--- src/hw/i2cs_params.svh ---
// constants for the two-wire register slave port
// assumes inclusion by bare name from the package and design modules
`ifndef I2CS_PARAMS_SVH
`define I2CS_PARAMS_SVH

// ==========================================================
// bus address
`define I2CS_ADDR_HI 6'h34
// ==========================================================
// register index space and disable bit location
`define I2CS_IDX_W 8
`define I2CS_DIS_IDX 8'h6A
`define I2CS_DIS_BIT 4
`define I2CS_REG_RST 8'h00
// ==========================================================
// byte framing
`define I2CS_BITS_PER_BYTE 4'h8
`define I2CS_LINE_IDLE 1'b1

`endif

--- src/hw/i2cs_pkg.sv ---
// types shared by the two-wire register slave port
// assumes i2cs_params.svh is on the include path
`include "i2cs_params.svh"

package i2cs_pkg;
  // ==========================================================
  // protocol phases
  typedef enum logic [2:0] {
    I2CS_IDLE,
    I2CS_ADDR,
    I2CS_ADDR_ACK,
    I2CS_WR_BYTE,
    I2CS_WR_ACK,
    I2CS_RD_BYTE,
    I2CS_RD_ACK,
    I2CS_IGNORE
  } i2cs_phase_t;

  // ==========================================================
  // whole state of the protocol engine
  typedef struct packed {
    i2cs_phase_t ph;
    logic scl_p;
    logic sda_p;
    logic [7:0] sh;
    logic [3:0] cnt;
    logic rw;
    logic first;
    logic ack;
    logic [7:0] idx;
    logic [7:0] tx;
    logic sda_oe;
    logic scl_oe;
    logic busy;
    logic wr_stb;
    logic [7:0] wr_idx;
    logic [7:0] wr_data;
  } i2cs_state_t;
endpackage

--- src/hw/i2cs_sync.sv ---
// two-flop synchroniser for pin inputs
// assumes the inputs are asynchronous to clk and idle at RST_VAL
`timescale 1ns/1ps

module i2cs_sync #(
  parameter int W = 1,
  parameter logic [W-1:0] RST_VAL = '1
) (
  input wire logic clk, // core clock
  input wire logic reset, // synchronous, active high
  input wire logic [W-1:0] d, // raw pin levels
  output logic [W-1:0] q // synchronised levels
);
  logic [W-1:0] meta_ff;

  // ==========================================================
  // first stage is read only by the second
  always_ff @(posedge clk) begin
    if (reset) begin
      meta_ff <= RST_VAL;
      q <= RST_VAL;
    end else begin
      meta_ff <= d;
      q <= meta_ff;
    end
  end
endmodule

--- src/hw/i2cs_regfile.sv ---
// register bank reached through the two-wire port
// assumes one write and one combinational read per cycle
`timescale 1ns/1ps
`include "i2cs_params.svh"

module i2cs_regfile (
  input wire logic clk, // core clock
  input wire logic reset, // synchronous, active high
  input wire logic wr_en, // one-cycle write strobe
  input wire logic [7:0] wr_idx, // write index
  input wire logic [7:0] wr_data, // write data
  input wire logic [7:0] rd_idx, // read index
  output logic [7:0] rd_data, // read data, same cycle
  output logic dis // two-wire disable bit
);
  logic [7:0] mem_ff [0:255];
  logic dis_ff;

  // ==========================================================
  // storage; reset clears the whole bank so reads are defined
  always_ff @(posedge clk) begin
    if (reset) begin
      for (int i = 0; i < 256; i++) begin
        mem_ff[i] <= `I2CS_REG_RST;
      end
      dis_ff <= 1'b0;
    end else if (wr_en) begin
      mem_ff[wr_idx] <= wr_data;
      if (wr_idx == `I2CS_DIS_IDX) begin
        dis_ff <= wr_data[`I2CS_DIS_BIT];
      end
    end
  end

  // disable bit is also kept in the array so it reads back
  assign rd_data = mem_ff[rd_idx];
  assign dis = dis_ff;
endmodule

--- src/hw/i2cs_top.sv ---
// two-wire slave port giving a bus master access to the register bank
// assumes open-drain pins resolved outside; SCL is oversampled on CLK
//
// Behaviour
// RULE_01: address is fixed upper six bits plus address select pin level.
// RULE_02: select low gives 1101000, select high gives 1101001.
// RULE_03: port only ever acts as slave, never creates bus conditions.
// RULE_04: master keeps the bus at or below 400 kHz; the bench master model runs at about 2.25 MHz.
// RULE_05: SDA falling while SCL high is START and opens a transaction.
// RULE_06: SDA rising while SCL high is STOP, ends transaction, frees bus.
// RULE_07: bus busy from START to STOP; repeated START keeps it busy.
// RULE_08: bytes are eight bits, each followed by acknowledge, unlimited count.
// RULE_09: receiver acknowledges by holding SDA low through ninth clock high.
// RULE_10: busy device may hold SCL low; master waits for release.
// RULE_11: after START master sends address and direction, then releases SDA.
// RULE_12: SDA changes only while SCL low except START and STOP.
// RULE_13: write is address+0, index byte, data byte, each acknowledged.
// RULE_14: further write bytes go to successive indices.
// RULE_15: read sets index by write, repeated START with direction 1.
// RULE_16: master ends read with not-acknowledge then STOP.
// RULE_17: clock, data and select pins double as serial peripheral pins.
// RULE_18: disable bit set by host stops the port entering two-wire mode.
// RULE_19: master acknowledge during read advances index and sends next byte.
// RULE_20: address mismatch leaves acknowledge undriven, rest ignored.
`timescale 1ns/1ps
`include "i2cs_params.svh"

module i2cs_top (
  input wire logic CLK, // 125 MHz core clock
  input wire logic RESET, // synchronous, active high
  input wire logic SCL_I, // bus clock level
  output logic SCL_O, // bus clock drive value, always low
  output logic SCL_OE, // high while stretching the clock
  input wire logic SDA_I, // bus data level
  output logic SDA_O, // bus data drive value, always low
  output logic SDA_OE, // high while pulling data low
  input wire logic ADDR_SEL_I, // address select pin level
  input wire logic HOLD, // core not ready, stretch the clock
  output logic BUSY, // transaction in progress
  output logic WR_STB, // one-cycle register write strobe
  output logic [7:0] WR_IDX, // register index written
  output logic [7:0] WR_DATA, // data written
  output logic TWO_WIRE_DIS // disable bit state
);
  import i2cs_pkg::*;

  i2cs_state_t st_ff;
  i2cs_state_t nxt_st;
  logic scl_s;
  logic sda_s;
  logic sel_s;
  logic dis;
  logic [7:0] rd_data;
  logic zero_ff;
  logic start_c;
  logic stop_c;
  logic scl_rise;
  logic scl_fall;
  logic addr_match;

  // ==========================================================
  // pin synchronisers; the pins share lines with another port
  i2cs_sync #(.W(3), .RST_VAL(3'h7)) u_sync (
    .clk(CLK),
    .reset(RESET),
    .d({SCL_I, SDA_I, ADDR_SEL_I}),
    .q({scl_s, sda_s, sel_s})
  );

  // ==========================================================
  // register bank
  i2cs_regfile u_regs (
    .clk(CLK),
    .reset(RESET),
    .wr_en(st_ff.wr_stb),
    .wr_idx(st_ff.wr_idx),
    .wr_data(st_ff.wr_data),
    .rd_idx(st_ff.idx),
    .rd_data(rd_data),
    .dis(dis)
  );

  // ==========================================================
  // bus condition detection on synchronised levels
  assign start_c = scl_s && st_ff.scl_p && st_ff.sda_p && !sda_s; // RULE_05
  assign stop_c = scl_s && st_ff.scl_p && !st_ff.sda_p && sda_s; // RULE_06
  assign scl_rise = scl_s && !st_ff.scl_p;
  assign scl_fall = !scl_s && st_ff.scl_p;
  // select pin is only an address input here; the other port owns it otherwise
  assign addr_match = (st_ff.sh[7:1] == {`I2CS_ADDR_HI, sel_s}); // RULE_01 RULE_02 RULE_17

  // ==========================================================
  // protocol engine next state
  always_comb begin
    nxt_st = st_ff;
    nxt_st.scl_p = scl_s;
    nxt_st.sda_p = sda_s;
    nxt_st.wr_stb = 1'b0;
    // stretch only once SCL is already low, so no clock edge is created
    // a foreign transaction is not stretched once its address is refused, its master may not expect it
    nxt_st.scl_oe = HOLD && st_ff.busy && (st_ff.ph != I2CS_IGNORE) // RULE_10 RULE_03
      && (!scl_s || st_ff.scl_oe); // RULE_20
    if (stop_c) begin
      nxt_st.ph = I2CS_IDLE; // RULE_06
      nxt_st.busy = 1'b0;
      nxt_st.sda_oe = 1'b0;
      nxt_st.scl_oe = 1'b0;
    end else if (start_c && !dis) begin
      // a repeated start lands here too and keeps the bus busy
      nxt_st.ph = I2CS_ADDR; // RULE_05 RULE_07 RULE_18
      nxt_st.busy = 1'b1;
      nxt_st.cnt = 4'h0;
      nxt_st.sda_oe = 1'b0;
    end else begin
      unique case (st_ff.ph)
        I2CS_IDLE, I2CS_IGNORE: begin
          nxt_st.sda_oe = 1'b0; // RULE_20
        end
        I2CS_ADDR: begin
          if (scl_rise) begin
            nxt_st.sh = {st_ff.sh[6:0], sda_s}; // RULE_11
            nxt_st.cnt = st_ff.cnt + 4'h1;
          end else if (scl_fall && st_ff.cnt == `I2CS_BITS_PER_BYTE) begin
            if (addr_match) begin
              nxt_st.rw = st_ff.sh[0]; // RULE_15
              nxt_st.sda_oe = 1'b1; // RULE_09
              nxt_st.ph = I2CS_ADDR_ACK;
            end else begin
              nxt_st.ph = I2CS_IGNORE; // RULE_20
            end
          end
        end
        I2CS_ADDR_ACK: begin
          if (scl_fall) begin
            nxt_st.cnt = 4'h0;
            if (st_ff.rw) begin
              nxt_st.tx = rd_data;
              nxt_st.sda_oe = !rd_data[7];
              nxt_st.ph = I2CS_RD_BYTE;
            end else begin
              nxt_st.sda_oe = 1'b0;
              nxt_st.first = 1'b1; // RULE_13
              nxt_st.ph = I2CS_WR_BYTE;
            end
          end
        end
        I2CS_WR_BYTE: begin
          if (scl_rise) begin
            nxt_st.sh = {st_ff.sh[6:0], sda_s};
            nxt_st.cnt = st_ff.cnt + 4'h1;
          end else if (scl_fall && st_ff.cnt == `I2CS_BITS_PER_BYTE) begin
            nxt_st.sda_oe = 1'b1; // RULE_08 RULE_09
            nxt_st.ph = I2CS_WR_ACK;
            nxt_st.first = 1'b0;
            if (st_ff.first) begin
              nxt_st.idx = st_ff.sh; // RULE_13
            end else begin
              nxt_st.wr_stb = 1'b1;
              nxt_st.wr_idx = st_ff.idx;
              nxt_st.wr_data = st_ff.sh;
              nxt_st.idx = st_ff.idx + 8'h01; // RULE_14
            end
          end
        end
        I2CS_WR_ACK: begin
          if (scl_fall) begin
            nxt_st.sda_oe = 1'b0;
            nxt_st.cnt = 4'h0;
            nxt_st.ph = I2CS_WR_BYTE; // RULE_08
          end
        end
        I2CS_RD_BYTE: begin
          // data changes only on the falling edge of SCL
          if (scl_fall) begin
            nxt_st.cnt = st_ff.cnt + 4'h1;
            if (st_ff.cnt == `I2CS_BITS_PER_BYTE - 4'h1) begin
              nxt_st.sda_oe = 1'b0;
              nxt_st.ph = I2CS_RD_ACK;
            end else begin
              nxt_st.tx = {st_ff.tx[6:0], 1'b0};
              nxt_st.sda_oe = !st_ff.tx[6]; // RULE_12
            end
          end
        end
        I2CS_RD_ACK: begin
          if (scl_rise) begin
            nxt_st.ack = !sda_s;
            if (!sda_s) begin
              nxt_st.idx = st_ff.idx + 8'h01; // RULE_19
            end
          end else if (scl_fall) begin
            nxt_st.cnt = 4'h0;
            if (st_ff.ack) begin
              nxt_st.tx = rd_data; // RULE_19
              nxt_st.sda_oe = !rd_data[7];
              nxt_st.ph = I2CS_RD_BYTE;
            end else begin
              nxt_st.ph = I2CS_IGNORE; // RULE_16
            end
          end
        end
      endcase
    end
  end

  // ==========================================================
  // state register
  always_ff @(posedge CLK) begin
    if (RESET) begin
      st_ff <= '0;
      st_ff.ph <= I2CS_IDLE;
      st_ff.scl_p <= `I2CS_LINE_IDLE;
      st_ff.sda_p <= `I2CS_LINE_IDLE;
      zero_ff <= 1'b0;
    end else begin
      st_ff <= nxt_st;
      zero_ff <= 1'b0;
    end
  end

  // ==========================================================
  // outputs straight from flops
  assign SCL_O = zero_ff;
  assign SDA_O = zero_ff;
  assign SCL_OE = st_ff.scl_oe;
  assign SDA_OE = st_ff.sda_oe;
  assign BUSY = st_ff.busy;
  assign WR_STB = st_ff.wr_stb;
  assign WR_IDX = st_ff.wr_idx;
  assign WR_DATA = st_ff.wr_data;
  assign TWO_WIRE_DIS = dis;
endmodule

--- config.mk ---
export PLATFORM = sky130hd
export DESIGN_NAME = i2cs_top
export DESIGN_NICKNAME = d
export VERILOG_FILES = /design/src/hw/i2cs_pkg.sv /design/src/hw/i2cs_sync.sv /design/src/hw/i2cs_regfile.sv /design/src/hw/i2cs_top.sv
export VERILOG_INCLUDE_DIRS = /design/src /design/src/hw
export SDC_FILE = /design/constraint.sdc
export NUM_CORES = 2
export LEC_CHECK = 0
export BUFFER_PORTS_ARGS = -buffer_cell sky130_fd_sc_hd__clkbuf_2
export CAP_MARGIN = 20
export CORE_MARGIN = 10
export CORE_UTILIZATION = 60
export CTS_BUF_LIST = sky130_fd_sc_hd__clkbuf_8
export CTS_CLUSTER_DIAMETER = 80
export DETAILED_ROUTE_END_ITERATION = 12
export PLACE_DENSITY_LB_ADDON = 0.1
export SLEW_MARGIN = 10
export SYNTH_ARGS = -nofsm -noshare
export SYNTH_HDL_FRONTEND = slang
export SYNTH_SLANG_ARGS = --single-unit
--- constraint.sdc ---
create_clock -name CLK -period 3.05 [get_ports CLK]
set_input_delay 0.1525 -clock CLK [delete_from_list [all_inputs] [get_ports CLK]]
set_output_delay 0.1525 -clock CLK [all_outputs]
set_load 0.02 [all_outputs]
==> out/results.tsv <==
metric	value	unit
GRT Overall Usage	30.9	%
# rows	148	
Bufs on Longest Clock Path	4	
Crit Path Class	flip-flop to flip-flop	
DRC Markers	0	
sequential fraction of the synthesis area	64.0	%
Synth top area share	62.6	%
Hold Crit Start	RESET	
Hold WS	0.160	ns
Pins Over Slew Limit	0	
HPWL after DPL	187	mm
slew margin rel.	6.86	%
EDFF count, synth	2048	
clock skew	0.0480	ns
RSZ-0062 raised after global routing	yes	
status	finished, violations left	
Async SR Flop Fraction	0	%
DRT Pass-1 Iters	9	
RR Endpoint	st_ff[21]	
XOR/XNOR share of the synthesized area	0.00892	%
post-layout min period	3.11	ns
die width	425	um
failing checks	setup timing	
area added between synthesis and finish	11.5	%
core area	163000	sq um
first-pass GRT wire length	407	mm
switching power	12800	uW
share of cells above drive strength 1	24.5	%
CP Max Fanout	27	
synthesis-stage register bit count	2118	
commonest cells in the netlist	2048 x edfxtp_1, 2008 x and2_1, 523 x mux4_2	
DP Worst Slack	-0.331	ns
CTS buffer count	360	
DR iter-0 viols	7588	
Final WS setup	-0.0553	ns
multiplexer share of the synthesized area	13.5	%
final net count	6933	
Synth Area in Compound Gates	2.25	%
largest net degree at the start of global routing	174	
die area	180000	sq um
WL final	281	mm
VDD IR max	0.575	mV
CTS clock-pin slew for the worst setup and hold paths	0.06	ns
overall power	57800	uW
Root Buffer	clkbuf_8	
Worst Setup End Kind	flip-flop	
Hold Crit Class	primary input to flip-flop	
ys flop type	edfxtp_1	
port bufs	26	
chip height	425	um
PD cells	528	nW/um^2
Fill cells	11211	
top-count cell post-synth	edfxtp_1	
Worst Tran Pin Value	1.40	ns
R2R setup slack	-0.06	ns
Worst-Skew Late Latency	1.07	ns
total number of vias	58799	
Worst Hold End	BUSY	
Initial Utilization	60.3	%
Hold Path Depth	4	
Synth area leaders	edfxtp_1 63%, and2_1 13%, mux4_2 12%, or2_2 1.6%, clkbuf_1 1.4%	
grt ovf	0	
Syn Inst Count	6610	
setup_tns	-0.208	ns
Arr. time, crit path	4.04	ns
routed vias/inst	6.28	
crit path launch type	flip-flop	
simple-gate share of the synthesized area	17.7	%
Post-Syn Area	98200	sq um
IO Pins	29	
most area-hungry cell type in the Yosys netlist	edfxtp_1	
Post-Synth Adder-Cell Area	0.0382	%
CTS tree	yes	
# clock sinks	2118	
synthesized area per cell	14.9	sq um
htree depth	5	
Clk pwr share	40.2	%
Final Cycle Share	102	%
initial antenna violation count	2	
FF-to-FF path depth	11	
Comb pwr share	2.6	%
gpl congestion	0.989	
Hold Vio Cnt, Final	0	
post-layout util	67.3	%
Sw Share	22.1	%
largest family of logic cells by synthesized area	simple AND/OR/NAND/NOR gates	
number of global-route vias before repair	58253	
Routed wire per std cell	30.0	um
synth warn	0	
post-synthesis cell type count	70	
CP Data Required Time	3.98	ns
Reg power frac	57.2	%
setup violators final	10	
Detail Route Antenna Nets	0	
Max-Cap Viols	0	
Leak	0.0396	uW
Max Fclk	322	MHz
Pint	45000	uW
[metal layers]
| metal | global-route usage, % | vias to the layer above | routed length (um) |
|---|---|---|---|
| li1 | - | 24939 | - |
| met1 | 42.0 | 29945 | 106000 |
| met2 | 48.3 | 3234 | 132000 |
| met3 | 6.30 | 681 | 27400 |
| met4 | 14.6 | 0 | 14800 |
| met5 | 0 | - | 0 |
[power groups by stage]
stage / clock network (uW) / registers (uW) / logic [uW]
floorplan: 0 / 33500 / 1010
global placement: 0 / 33600 / 1470
detailed placement: 0 / 33600 / 1490
CTS: 23400 / 33000 / 1520
global route: 24700 / 33100 / 1600
finish: 23200 / 33100 / 1520
[final cells by class]
type                            instances  area, sq um  share of cell area (%)
Timing Repair Buffer                  465         4370                    3.99
Inverter                               16         60.1                  0.0549
Clock buffer                          372         5120                    4.68
Sequential cell                      2118        63000                    57.5
Clock inverter                        243         1160                    1.06
Multi-Input combinational cell       3963        33100                    30.2
Tap cell                             2175         2720                    2.49
Antenna cell                            4         10.0                 0.00914
[critical path, cell delays in order, from the launching register on]
cell	delay, ns
dfxtp_4	0.43
buf_12	0.24
buf_16	0.26
mux4_2	0.54
o22ai_2	0.20
nor2_1	0.13
o21ai_2	0.23
o21ai_0	0.18
buf_4	0.17
o221ai_1	0.26
buf_4	0.19
nand3_1	0.08
[registers in the layout (all words and copies together) (netlist names), named ones only]
signal,count
u_regs.mem_ff,2048
st_ff,35
WR_DATA,8
WR_IDX,8
u_sync.meta_ff,3
u_sync.q,3
BUSY,1
SCL_OE,1
SDA_OE,1
WR_STB,1
u_regs.dis,1
[how the worst max path moves through the flow]
stage / endpoint / slack, ns
floorplan: st_ff[22] / 0.54
finish: st_ff[21] / -0.06
global placement: st_ff[21] / -0.37
detailed placement: st_ff[21] / -0.33
global route: st_ff[25] / -0.13
CTS: st_ff[20] / 0.002
[what timing repair did]
| item | 4_1_cts | 5_1_grt |
|---|---|---|
| gates resized for setup | 30 | 35 |
| setup buffers | 8 | 10 |
| pin swaps | 0 | 6 |
| hold buffers | 14 | 0 |
| setup endpoints to repair | 8 | 20 |
| hold endpoints to repair | 61 | 0 |
| cloned | 2 | 1 |
[layout by cell type (no fill, tap or decap), types with 8 or more instances in the layout]
cell              n
edfxtp_1       2048
and2_1         2008
mux4_2          523
clkbuf_8        372
buf_4           354
nor2_1          353
or2_2           258
inv_1           129
nand2_1         124
mux2i_1         107
clkinv_1         70
and3_1           62
nand3_1          58
dfxtp_1          56
buf_12           54
a21oi_1          45
a22oi_1          44
clkinv_2         41
o21ai_0          39
mux2_2           30
o22ai_1          29
nor2b_1          26
clkbuf_2         25
o221ai_1         16
a211oi_1         16
nand4_1          15
a221oi_1         15
dlygate4sd3_1    14
dfxtp_4          13
nor3_1           13
nand2b_1         12
a31oi_1          12
nor4_1           11
o21bai_1          9
o211ai_1          8
[logic make-up after synthesis]
logic type,count (synthesis)
AO/OA/AOI/OAI,314
XOR/XNOR,1
adder cells (fa/ha/maj),3
buffers and inverters,530
flip-flops,2118
multiplexers,665
other,1
AND/OR/NAND/NOR,2978
[stage by stage]
stage / std cells / cell area [sq um]
final: 9356 / 109000
after floorplan: 6611 / 98200
after detailed placement: 8704 / 103000
after global routing: 9354 / 109000
after global placement: 8704 / 103000
after CTS: 9343 / 109000
Power figures use the tool's default switching activity.
